===== src/hw/anp_pkg.sv =====
// Register map, field positions and reset values of the next-page register bank
package anp_pkg;

  // Register port geometry
  localparam int ADDR_W = 5;
  localparam int DATA_W = 16;
  localparam int IRQ_W  = 4;

  // Register offsets on the management port
  localparam logic [ADDR_W-1:0] REG_EXPANSION  = 5'h06;
  localparam logic [ADDR_W-1:0] REG_NP_TX      = 5'h07;
  localparam logic [ADDR_W-1:0] REG_NP_RX      = 5'h08;
  localparam logic [ADDR_W-1:0] REG_IRQ_STATUS = 5'h10;
  localparam logic [ADDR_W-1:0] REG_IRQ_MASK   = 5'h11;

  // Expansion status bit positions
  localparam int EXP_LP_AN_ABLE    = 0;
  localparam int EXP_PAGE_RX       = 1;
  localparam int EXP_LOCAL_NP_ABLE = 2;
  localparam int EXP_LP_NP_ABLE    = 3;
  localparam int EXP_PD_FAULT      = 4;

  // Code word bit positions, shared by transmit and receive words
  localparam int CW_NEXT_PAGE = 15;
  localparam int CW_ACK       = 14;
  localparam int CW_MSG_PAGE  = 13;
  localparam int CW_ACK2      = 12;
  localparam int CW_TOGGLE    = 11;

  // Reset and write values
  localparam logic                 LOCAL_NP_ABLE  = 1'h1;
  localparam logic [DATA_W-1:0]    NP_TX_RESET    = 16'h2001;
  localparam logic [DATA_W-1:0]    NP_TX_CLEARED  = 16'h0000;
  localparam logic [DATA_W-1:0]    NP_TX_WR_MASK  = 16'hb7ff;
  localparam logic [DATA_W-1:0]    NP_RX_RESET    = 16'h0000;
  localparam logic [DATA_W-1:0]    READ_IDLE      = 16'h0000;
  localparam logic [IRQ_W-1:0]     IRQ_MASK_RESET = 4'h0;
  localparam logic [IRQ_W-1:0]     IRQ_NONE       = 4'h0;

  // Interrupt status bit positions
  localparam int IRQ_PD_FAULT  = 0;
  localparam int IRQ_PAGE_RX   = 1;
  localparam int IRQ_LINK_FAIL = 2;
  localparam int IRQ_NP_TAKEN  = 3;

  // Address match, used by both the read and the write decode
  function automatic logic hit(input logic [ADDR_W-1:0] addr,
                               input logic [ADDR_W-1:0] offset);
    return addr == offset;
  endfunction

endpackage


===== src/hw/page_xfer_if.sv =====
// Carrier between the register bank and its transmit and receive page holders
`timescale 1ns/1ps
`default_nettype none
interface page_xfer_if;
  logic                      rst;
  logic                      wr;
  logic [anp_pkg::DATA_W-1:0] wdata;
  logic                      taken;
  logic                      link_fail;
  logic [anp_pkg::DATA_W-1:0] tx_word;
  logic                      loaded;
  logic                      capture;
  logic [anp_pkg::DATA_W-1:0] rx_in;
  logic [anp_pkg::DATA_W-1:0] rx_word;

  modport ctrl (output rst, wr, wdata, taken, link_fail, capture, rx_in,
                input  tx_word, loaded, rx_word);
  modport tx_end (input rst, wr, wdata, taken, link_fail,
                  output tx_word, loaded);
  modport rx_end (input rst, capture, rx_in,
                  output rx_word);
endinterface
`default_nettype wire


===== src/hw/np_tx_page.sv =====
// Next-page transmit word with its loaded flag and device-kept toggle
`timescale 1ns/1ps
`default_nettype none
module np_tx_page (
  input  wire logic        clock,
  page_xfer_if.tx_end      bus
);

  // Software fields, link-fail clear, toggle flip on each page sent in a cycle without a write
  always_ff @(posedge clock) begin
    if (bus.rst) begin
      bus.tx_word <= anp_pkg::NP_TX_RESET; // RULE9 RULE10 RULE11
    end else if (bus.link_fail) begin
      bus.tx_word <= anp_pkg::NP_TX_CLEARED; // RULE8
    end else if (bus.wr) begin
      // Toggle and reserved bit keep their value; only masked fields move
      bus.tx_word <= (bus.wdata & anp_pkg::NP_TX_WR_MASK)
                   | (bus.tx_word & ~anp_pkg::NP_TX_WR_MASK); // RULE9 RULE10 RULE11
    end else if (bus.taken) begin
      bus.tx_word[anp_pkg::CW_TOGGLE] <= ~bus.tx_word[anp_pkg::CW_TOGGLE]; // RULE11
    end
  end

  // Loaded flag: a write sets it and wins over the consume pulse
  always_ff @(posedge clock) begin
    if (bus.rst || bus.link_fail) begin
      bus.loaded <= 1'b0;
    end else if (bus.wr) begin
      bus.loaded <= 1'b1; // RULE7
    end else if (bus.taken) begin
      bus.loaded <= 1'b0;
    end
  end
endmodule // np_tx_page
`default_nettype wire


===== src/hw/np_rx_page.sv =====
// Capture of the partner's received next-page code word
`timescale 1ns/1ps
`default_nettype none
module np_rx_page (
  input  wire logic        clock,
  page_xfer_if.rx_end      bus
);

  // Whole word taken on each page, acknowledge bit included
  always_ff @(posedge clock) begin
    if (bus.rst) begin
      bus.rx_word <= anp_pkg::NP_RX_RESET; // RULE12
    end else if (bus.capture) begin
      bus.rx_word <= bus.rx_in; // RULE12 RULE13
    end
  end
endmodule // np_rx_page
`default_nettype wire


===== src/hw/autoneg_next_page_regs.sv =====
// Auto-negotiation expansion status and next-page exchange register bank
//
// Behaviour
// RULE1: A parallel-detection fault sets expansion bit 4, which stays high until cleared.
// RULE2: Software ignores expansion bits until negotiation is reported complete.
// RULE3: Expansion bit 3 shows whether the partner advertised next-page ability.
// RULE4: Expansion bit 2 shows local next-page ability and reads 1 after any reset.
// RULE5: A newly received page sets expansion bit 1, which stays high until cleared.
// RULE6: Expansion bit 0 shows whether the partner takes part in negotiation.
// RULE7: Any write of the transmit page register marks a new page as loaded; a write in a link-failure cycle leaves the flag clear.
// RULE8: A link failure clears the transmit page register.
// RULE9: Transmit bits 15, 12 and 10:0 are writable, the message field resetting to 0x001.
// RULE10: The transmit message-page bit is writable and resets to 1.
// RULE11: The transmit toggle bit is kept by the device, read-only, resetting to 0.
// RULE12: The partner's received code word is captured read-only, resetting to zero.
// RULE13: Received bit 14 carries the partner's acknowledge beside toggle, ack2 and message page.
// RULE14: Reading the expansion register clears its latched-high bits.
// RULE15: Software loads the next page only after seeing a page received.
`timescale 1ns/1ps
`default_nettype none
module autoneg_next_page_regs (
  input  wire logic                         clock,
  input  wire logic                         srst,
  input  wire logic                         sw_reset,
  input  wire logic [anp_pkg::ADDR_W-1:0]   reg_addr,
  input  wire logic [anp_pkg::DATA_W-1:0]   reg_wdata,
  input  wire logic                         reg_write,
  input  wire logic                         reg_read,
  output logic      [anp_pkg::DATA_W-1:0]   reg_rdata,
  output logic                              irq,
  input  wire logic                         pd_fault,
  input  wire logic                         page_rx,
  input  wire logic [anp_pkg::DATA_W-1:0]   rx_code_word,
  input  wire logic                         lp_np_able,
  input  wire logic                         lp_an_able,
  input  wire logic                         link_fail,
  input  wire logic                         np_taken,
  output logic      [anp_pkg::DATA_W-1:0]   tx_code_word,
  output logic                              np_loaded
);

  // Both hardware and software reset restore the same values
  logic                          rst_any;
  logic                          pd_latched;
  logic                          page_latched;
  logic                          lp_np_seen;
  logic                          lp_an_seen;
  logic                          link_fail_prev;
  logic                          exp_read;
  logic                          tx_write;
  logic                          status_write;
  logic                          mask_write;
  logic [anp_pkg::IRQ_W-1:0]     irq_status;
  logic [anp_pkg::IRQ_W-1:0]     irq_mask;
  logic [anp_pkg::IRQ_W-1:0]     irq_events;
  logic [anp_pkg::IRQ_W-1:0]     next_irq_status;
  logic [anp_pkg::DATA_W-1:0]    exp_word;
  logic [anp_pkg::DATA_W-1:0]    next_rdata;

  page_xfer_if pg ();

  assign rst_any = srst | sw_reset;

  // Register decode from the plain management port
  assign exp_read     = reg_read  && anp_pkg::hit(reg_addr, anp_pkg::REG_EXPANSION);
  assign tx_write     = reg_write && anp_pkg::hit(reg_addr, anp_pkg::REG_NP_TX);
  assign status_write = reg_write && anp_pkg::hit(reg_addr, anp_pkg::REG_IRQ_STATUS);
  assign mask_write   = reg_write && anp_pkg::hit(reg_addr, anp_pkg::REG_IRQ_MASK);

  // Drive the page holders through the carrier
  assign pg.rst       = rst_any;
  assign pg.wr        = tx_write; // RULE7
  assign pg.wdata     = reg_wdata;
  assign pg.taken     = np_taken;
  assign pg.link_fail = link_fail; // RULE8
  assign pg.capture   = page_rx; // RULE12
  assign pg.rx_in     = rx_code_word;

  np_tx_page u_tx (
    .clock (clock),
    .bus   (pg)
  );

  np_rx_page u_rx (
    .clock (clock),
    .bus   (pg)
  );

  // Page holders already end in flip-flops, so these are plain wires
  assign tx_code_word = pg.tx_word;
  assign np_loaded    = pg.loaded;

  // Parallel-detection fault latch; a new fault beats the read clear
  always_ff @(posedge clock) begin
    if (rst_any) begin
      pd_latched <= 1'b0;
    end else if (pd_fault) begin
      pd_latched <= 1'b1; // RULE1
    end else if (exp_read) begin
      pd_latched <= 1'b0; // RULE14
    end
  end

  // Page-received latch; same set-over-clear priority
  always_ff @(posedge clock) begin
    if (rst_any) begin
      page_latched <= 1'b0;
    end else if (page_rx) begin
      page_latched <= 1'b1; // RULE5
    end else if (exp_read) begin
      page_latched <= 1'b0; // RULE14
    end
  end

  // Partner abilities are registered so reads see a settled value
  always_ff @(posedge clock) begin
    if (rst_any) begin
      lp_np_seen <= 1'b0;
      lp_an_seen <= 1'b0;
    end else begin
      lp_np_seen <= lp_np_able; // RULE3
      lp_an_seen <= lp_an_able; // RULE6
    end
  end

  // Expansion word; meaningful only once negotiation completes
  always_comb begin
    exp_word = anp_pkg::READ_IDLE;
    exp_word[anp_pkg::EXP_PD_FAULT]      = pd_latched; // RULE1
    exp_word[anp_pkg::EXP_LP_NP_ABLE]    = lp_np_seen; // RULE3
    exp_word[anp_pkg::EXP_LOCAL_NP_ABLE] = anp_pkg::LOCAL_NP_ABLE; // RULE4
    exp_word[anp_pkg::EXP_PAGE_RX]       = page_latched; // RULE5
    exp_word[anp_pkg::EXP_LP_AN_ABLE]    = lp_an_seen; // RULE6
  end

  // Link-fail edge detect, so a long outage raises one event
  always_ff @(posedge clock) begin
    if (rst_any) begin
      link_fail_prev <= 1'b0;
    end else begin
      link_fail_prev <= link_fail;
    end
  end

  // Interrupt events
  always_comb begin
    irq_events = anp_pkg::IRQ_NONE;
    irq_events[anp_pkg::IRQ_PD_FAULT]  = pd_fault;
    irq_events[anp_pkg::IRQ_PAGE_RX]   = page_rx;
    irq_events[anp_pkg::IRQ_LINK_FAIL] = link_fail && !link_fail_prev;
    irq_events[anp_pkg::IRQ_NP_TAKEN]  = np_taken;
  end

  // Write-one-to-clear status; an event in the clearing cycle survives
  always_comb begin
    next_irq_status = irq_status;
    if (status_write) begin
      next_irq_status = irq_status & ~reg_wdata[anp_pkg::IRQ_W-1:0];
    end
    next_irq_status = next_irq_status | irq_events;
  end

  always_ff @(posedge clock) begin
    if (rst_any) begin
      irq_status <= anp_pkg::IRQ_NONE;
    end else begin
      irq_status <= next_irq_status;
    end
  end

  // Mask register; all sources masked after reset
  always_ff @(posedge clock) begin
    if (rst_any) begin
      irq_mask <= anp_pkg::IRQ_MASK_RESET;
    end else if (mask_write) begin
      irq_mask <= reg_wdata[anp_pkg::IRQ_W-1:0];
    end
  end

  // Level interrupt from the flop, one cycle behind the status
  always_ff @(posedge clock) begin
    if (rst_any) begin
      irq <= 1'b0;
    end else begin
      irq <= |(irq_status & irq_mask);
    end
  end

  // Read mux; unmapped offsets and idle cycles read as zero
  always_comb begin
    next_rdata = anp_pkg::READ_IDLE;
    if (reg_read) begin
      case (reg_addr)
        anp_pkg::REG_EXPANSION:  next_rdata = exp_word;
        anp_pkg::REG_NP_TX:      next_rdata = pg.tx_word; // RULE9
        anp_pkg::REG_NP_RX:      next_rdata = pg.rx_word; // RULE12 RULE13
        anp_pkg::REG_IRQ_STATUS: next_rdata[anp_pkg::IRQ_W-1:0] = irq_status;
        anp_pkg::REG_IRQ_MASK:   next_rdata[anp_pkg::IRQ_W-1:0] = irq_mask;
        default:                 next_rdata = anp_pkg::READ_IDLE;
      endcase
    end
  end

  // Read data stands only in the cycle after the strobe
  always_ff @(posedge clock) begin
    if (rst_any) begin
      reg_rdata <= anp_pkg::READ_IDLE;
    end else begin
      reg_rdata <= next_rdata;
    end
  end
endmodule // autoneg_next_page_regs
`default_nettype wire


===== config.mk =====
export PLATFORM = sky130hd
export DESIGN_NAME = autoneg_next_page_regs
export DESIGN_NICKNAME = d
export VERILOG_FILES = /design/src/hw/anp_pkg.sv /design/src/hw/page_xfer_if.sv /design/src/hw/np_tx_page.sv /design/src/hw/np_rx_page.sv /design/src/hw/autoneg_next_page_regs.sv
export SDC_FILE = /design/constraint.sdc
export NUM_CORES = 1
export LEC_CHECK = 0
export BUFFER_PORTS_ARGS = -buffer_cell sky130_fd_sc_hd__buf_2
export CAP_MARGIN = 10
export CORE_AREA = 8 8 80 82
export CTS_CLUSTER_SIZE = 40
export DETAILED_ROUTE_END_ITERATION = 8
export DIE_AREA = 0 0 88 90
export PLACE_DENSITY_LB_ADDON = 0.12
export SLEW_MARGIN = 20
export SYNTH_ARGS = -nofsm -noshare
export SYNTH_HDL_FRONTEND = slang
export SYNTH_HIERARCHICAL = 1
export SYNTH_SLANG_ARGS = --single-unit

===== constraint.sdc =====
create_clock -name clock -period 2 [get_ports clock]
set_input_delay 0.2 -clock clock [delete_from_list [all_inputs] [get_ports clock]]
set_output_delay 0.2 -clock clock [all_outputs]
set_load 0.1 [all_outputs]

==> metrics.cfg <==
[synthesis]
synth_edf_count = 0
yosysUniqueCellTypes = 41
synth_seq_cells = 62
synth_cells = 241
syn_nets = 289
synth_ff_type = dfxtp_1
ys_seq_area_share_pct = 50.5
yosysWarningCount = 6
synth_area_per_cell_um2 = 10.2
async_flop_share_pct = 0
syn_area_um2 = 2460

[routing]
route.detailed.drc = 0
vias = 2018
dr.pass1.iters = 4
wire_per_inst_um = 15.8
wirelength_um = 6250
via_per_inst = 5.10
drt_iter0_markers = 114
ant_nets = 0

[timing]
finalSetupViolCount = 0
relSlewSlack_pct = 59.8
fin_skew_ns = 0.00955
tns_ns = 0
timing.final.crit_share_pct = 69.9
drv_slew = 0
period_needed_ns = 1.40
worst_pin_slew_ns = 0.601
max_freq_mhz = 716
rsz0062_at_grt = no
finalHoldViolCount = 0

[worst_setup_path]
critPathRequiredTime_ns = 1.80
worst-path-buf-inv = 1
startpoint_type = flip-flop
criticalPathCategory = flip-flop to primary output
crit_arrival_ns = 1.20
r2r-start = u_tx/bus.tx_word[4]
crit_chain = buf_2
cp_top_family = buffers and inverters
cp_max_fo = 3
reg2reg_slack_ns = 1.04
slowest_delay_ns = 0.46
crit_path_start = u_tx/bus.tx_word[4]
slowest_stage = buf_2
cp-end-kind = primary output

[floorplan]
rows = 27
die_w_um = 88
start_util_pct = 46.9
ios = 82
dieArea_um2 = 7920
die_h_um = 90
core_um2 = 5240

[global_routing]
grt_max_degree = 27
grt_pass1_wl_um = 9880
grt_pass1_vias = 2059
grt-ovfl-total = 0
track_usage_pct = 16.2
antenna_found_initial = 0

[worst_hold_path]
hold_path.startpoint = lp_np_able
min_path_type = input pin to flip-flop

[pwr]
p_per_area_nw_per_um2 = 817
worst_ir_drop_vdd_mv = 0.515
power.leakage_nw = 1.28
total_power_w = 0.00248

[clock_tree]
cts_tree = built
cts_resized = 0
cts-root-buf = clkbuf_8
holdBufCountCts = 0
cts_max_level = 3
insertion_delay_ns = 0.34
cts_setup_buffers = 0
cts_buffers = 9
clk_pin_slew_worst_paths_ns = 0.07
cts.sinks = 62
cts_buffer_depth = 2

[place]
io_buffers = 78
hpwlAfterDp_um = 4490
gp_congestion = 0.812

[run]
max_cap_viol_count = 0

[finish]
drive_gt1_share_pct = 32.4
nets = 367
antenna_cells = 0
area_growth_pct = 23.6

[outcome]
status = complete, no violations

[registers in the layout, indices dropped and copies added (netlist names), 4 cells and up]
register,count
irq_mask,4
u_rx/bus.rx_word,16
irq_status,4
u_tx/bus.tx_word,15
reg_rdata,16
[area by class of cell]
class | instances | area, um^2
Fill cell | 495 | 2200
Clock buffer | 13 | 169
Inverter | 2 | 7.51
Clock inverter | 3 | 17.5
Sequential cell | 62 | 1240
Tap cell | 72 | 90.1
Timing Repair Buffer | 83 | 440
Multi-Input combinational cell | 161 | 1070
[metrics by stage]
stage | hold slack [ns] | instance area (um^2) | cells | util [%] | worst slack (ns)
2_1_floorplan | 0.303 | 2460 | 241 | - | 0.291
3_3_place_gp | 0.401 | 2850 | 380 | 54.4 | 0.352
3_5_place_dp | 0.405 | 2850 | 380 | 54.4 | 0.332
4_1_cts | 0.0449 | 3040 | 396 | 58.0 | 0.587
5_1_grt | 0.0587 | 3040 | 396 | 58.0 | 0.579
6_report | 0.0619 | 3040 | 396 | 58.0 | 0.603
[layer usage]
metal	vias to the layer above	global-route usage (%)	part of all wire [%]
met5	-	0	0
met4	0	7.89	1.2
met1	933	19.1	44
met2	82	24.7	46
li1	995	-	-
met3	8	6.37	8.3
[kinds of logic after synthesis]
logic type,share of synthesized area [%]
simple gates,16.6
flops,50.5
compound gates,14.2
mux,12.7
buf+inv,5.91
other cells,0.153
[synth_stat cells (all sizes together) (4+ instances only)]
cell type / instances / share of area [%]
nand2: 9 / 1.4
nor2: 45 / 6.9
a21oi: 12 / 2.4
buf: 15 / 5.4
nand3: 4 / 0.81
dfxtp: 62 / 51
mux2i: 30 / 12
a22o: 4 / 1.4
a22oi: 16 / 4.9
and2: 5 / 1.3
[report_power, final]
part / internal (W) / switching (W)
combinational: 0.0000781 / 0.000115
sequential: 0.00126 / 0.0000136
clock: 0.000547 / 0.000471
total: 0.00188 / 0.000599
[final timing paths]
| kind | to | cells after the start |
|---|---|---|
| worst max-delay path | tx_code_word[4] | 1 |
| worst min-delay path | lp_np_seen | 2 |
| worst max register to register | reg_rdata[4] | 3 |
| worst min register to register | reg_rdata[1] | 2 |
[layout by cell type (no fill, tap or decap), types with 3 or more instances in the layout]
master	synthesis	routed
a31oi_1	3	3
a21boi_1	3	3
nand3_1	4	4
a22oi_1	16	16
clkbuf_8	0	12
a21oi_1	12	12
mux2i_1	30	30
nand2_1	9	9
and2_1	5	5
o21a_1	3	3
nor2b_1	3	3
buf_2	4	78
buf_4	3	4
nor2_1	45	45
nand3b_1	3	3
dfxtp_1	62	62
a22o_1	4	4
Note: power is estimated with default switching activity, not from simulation.
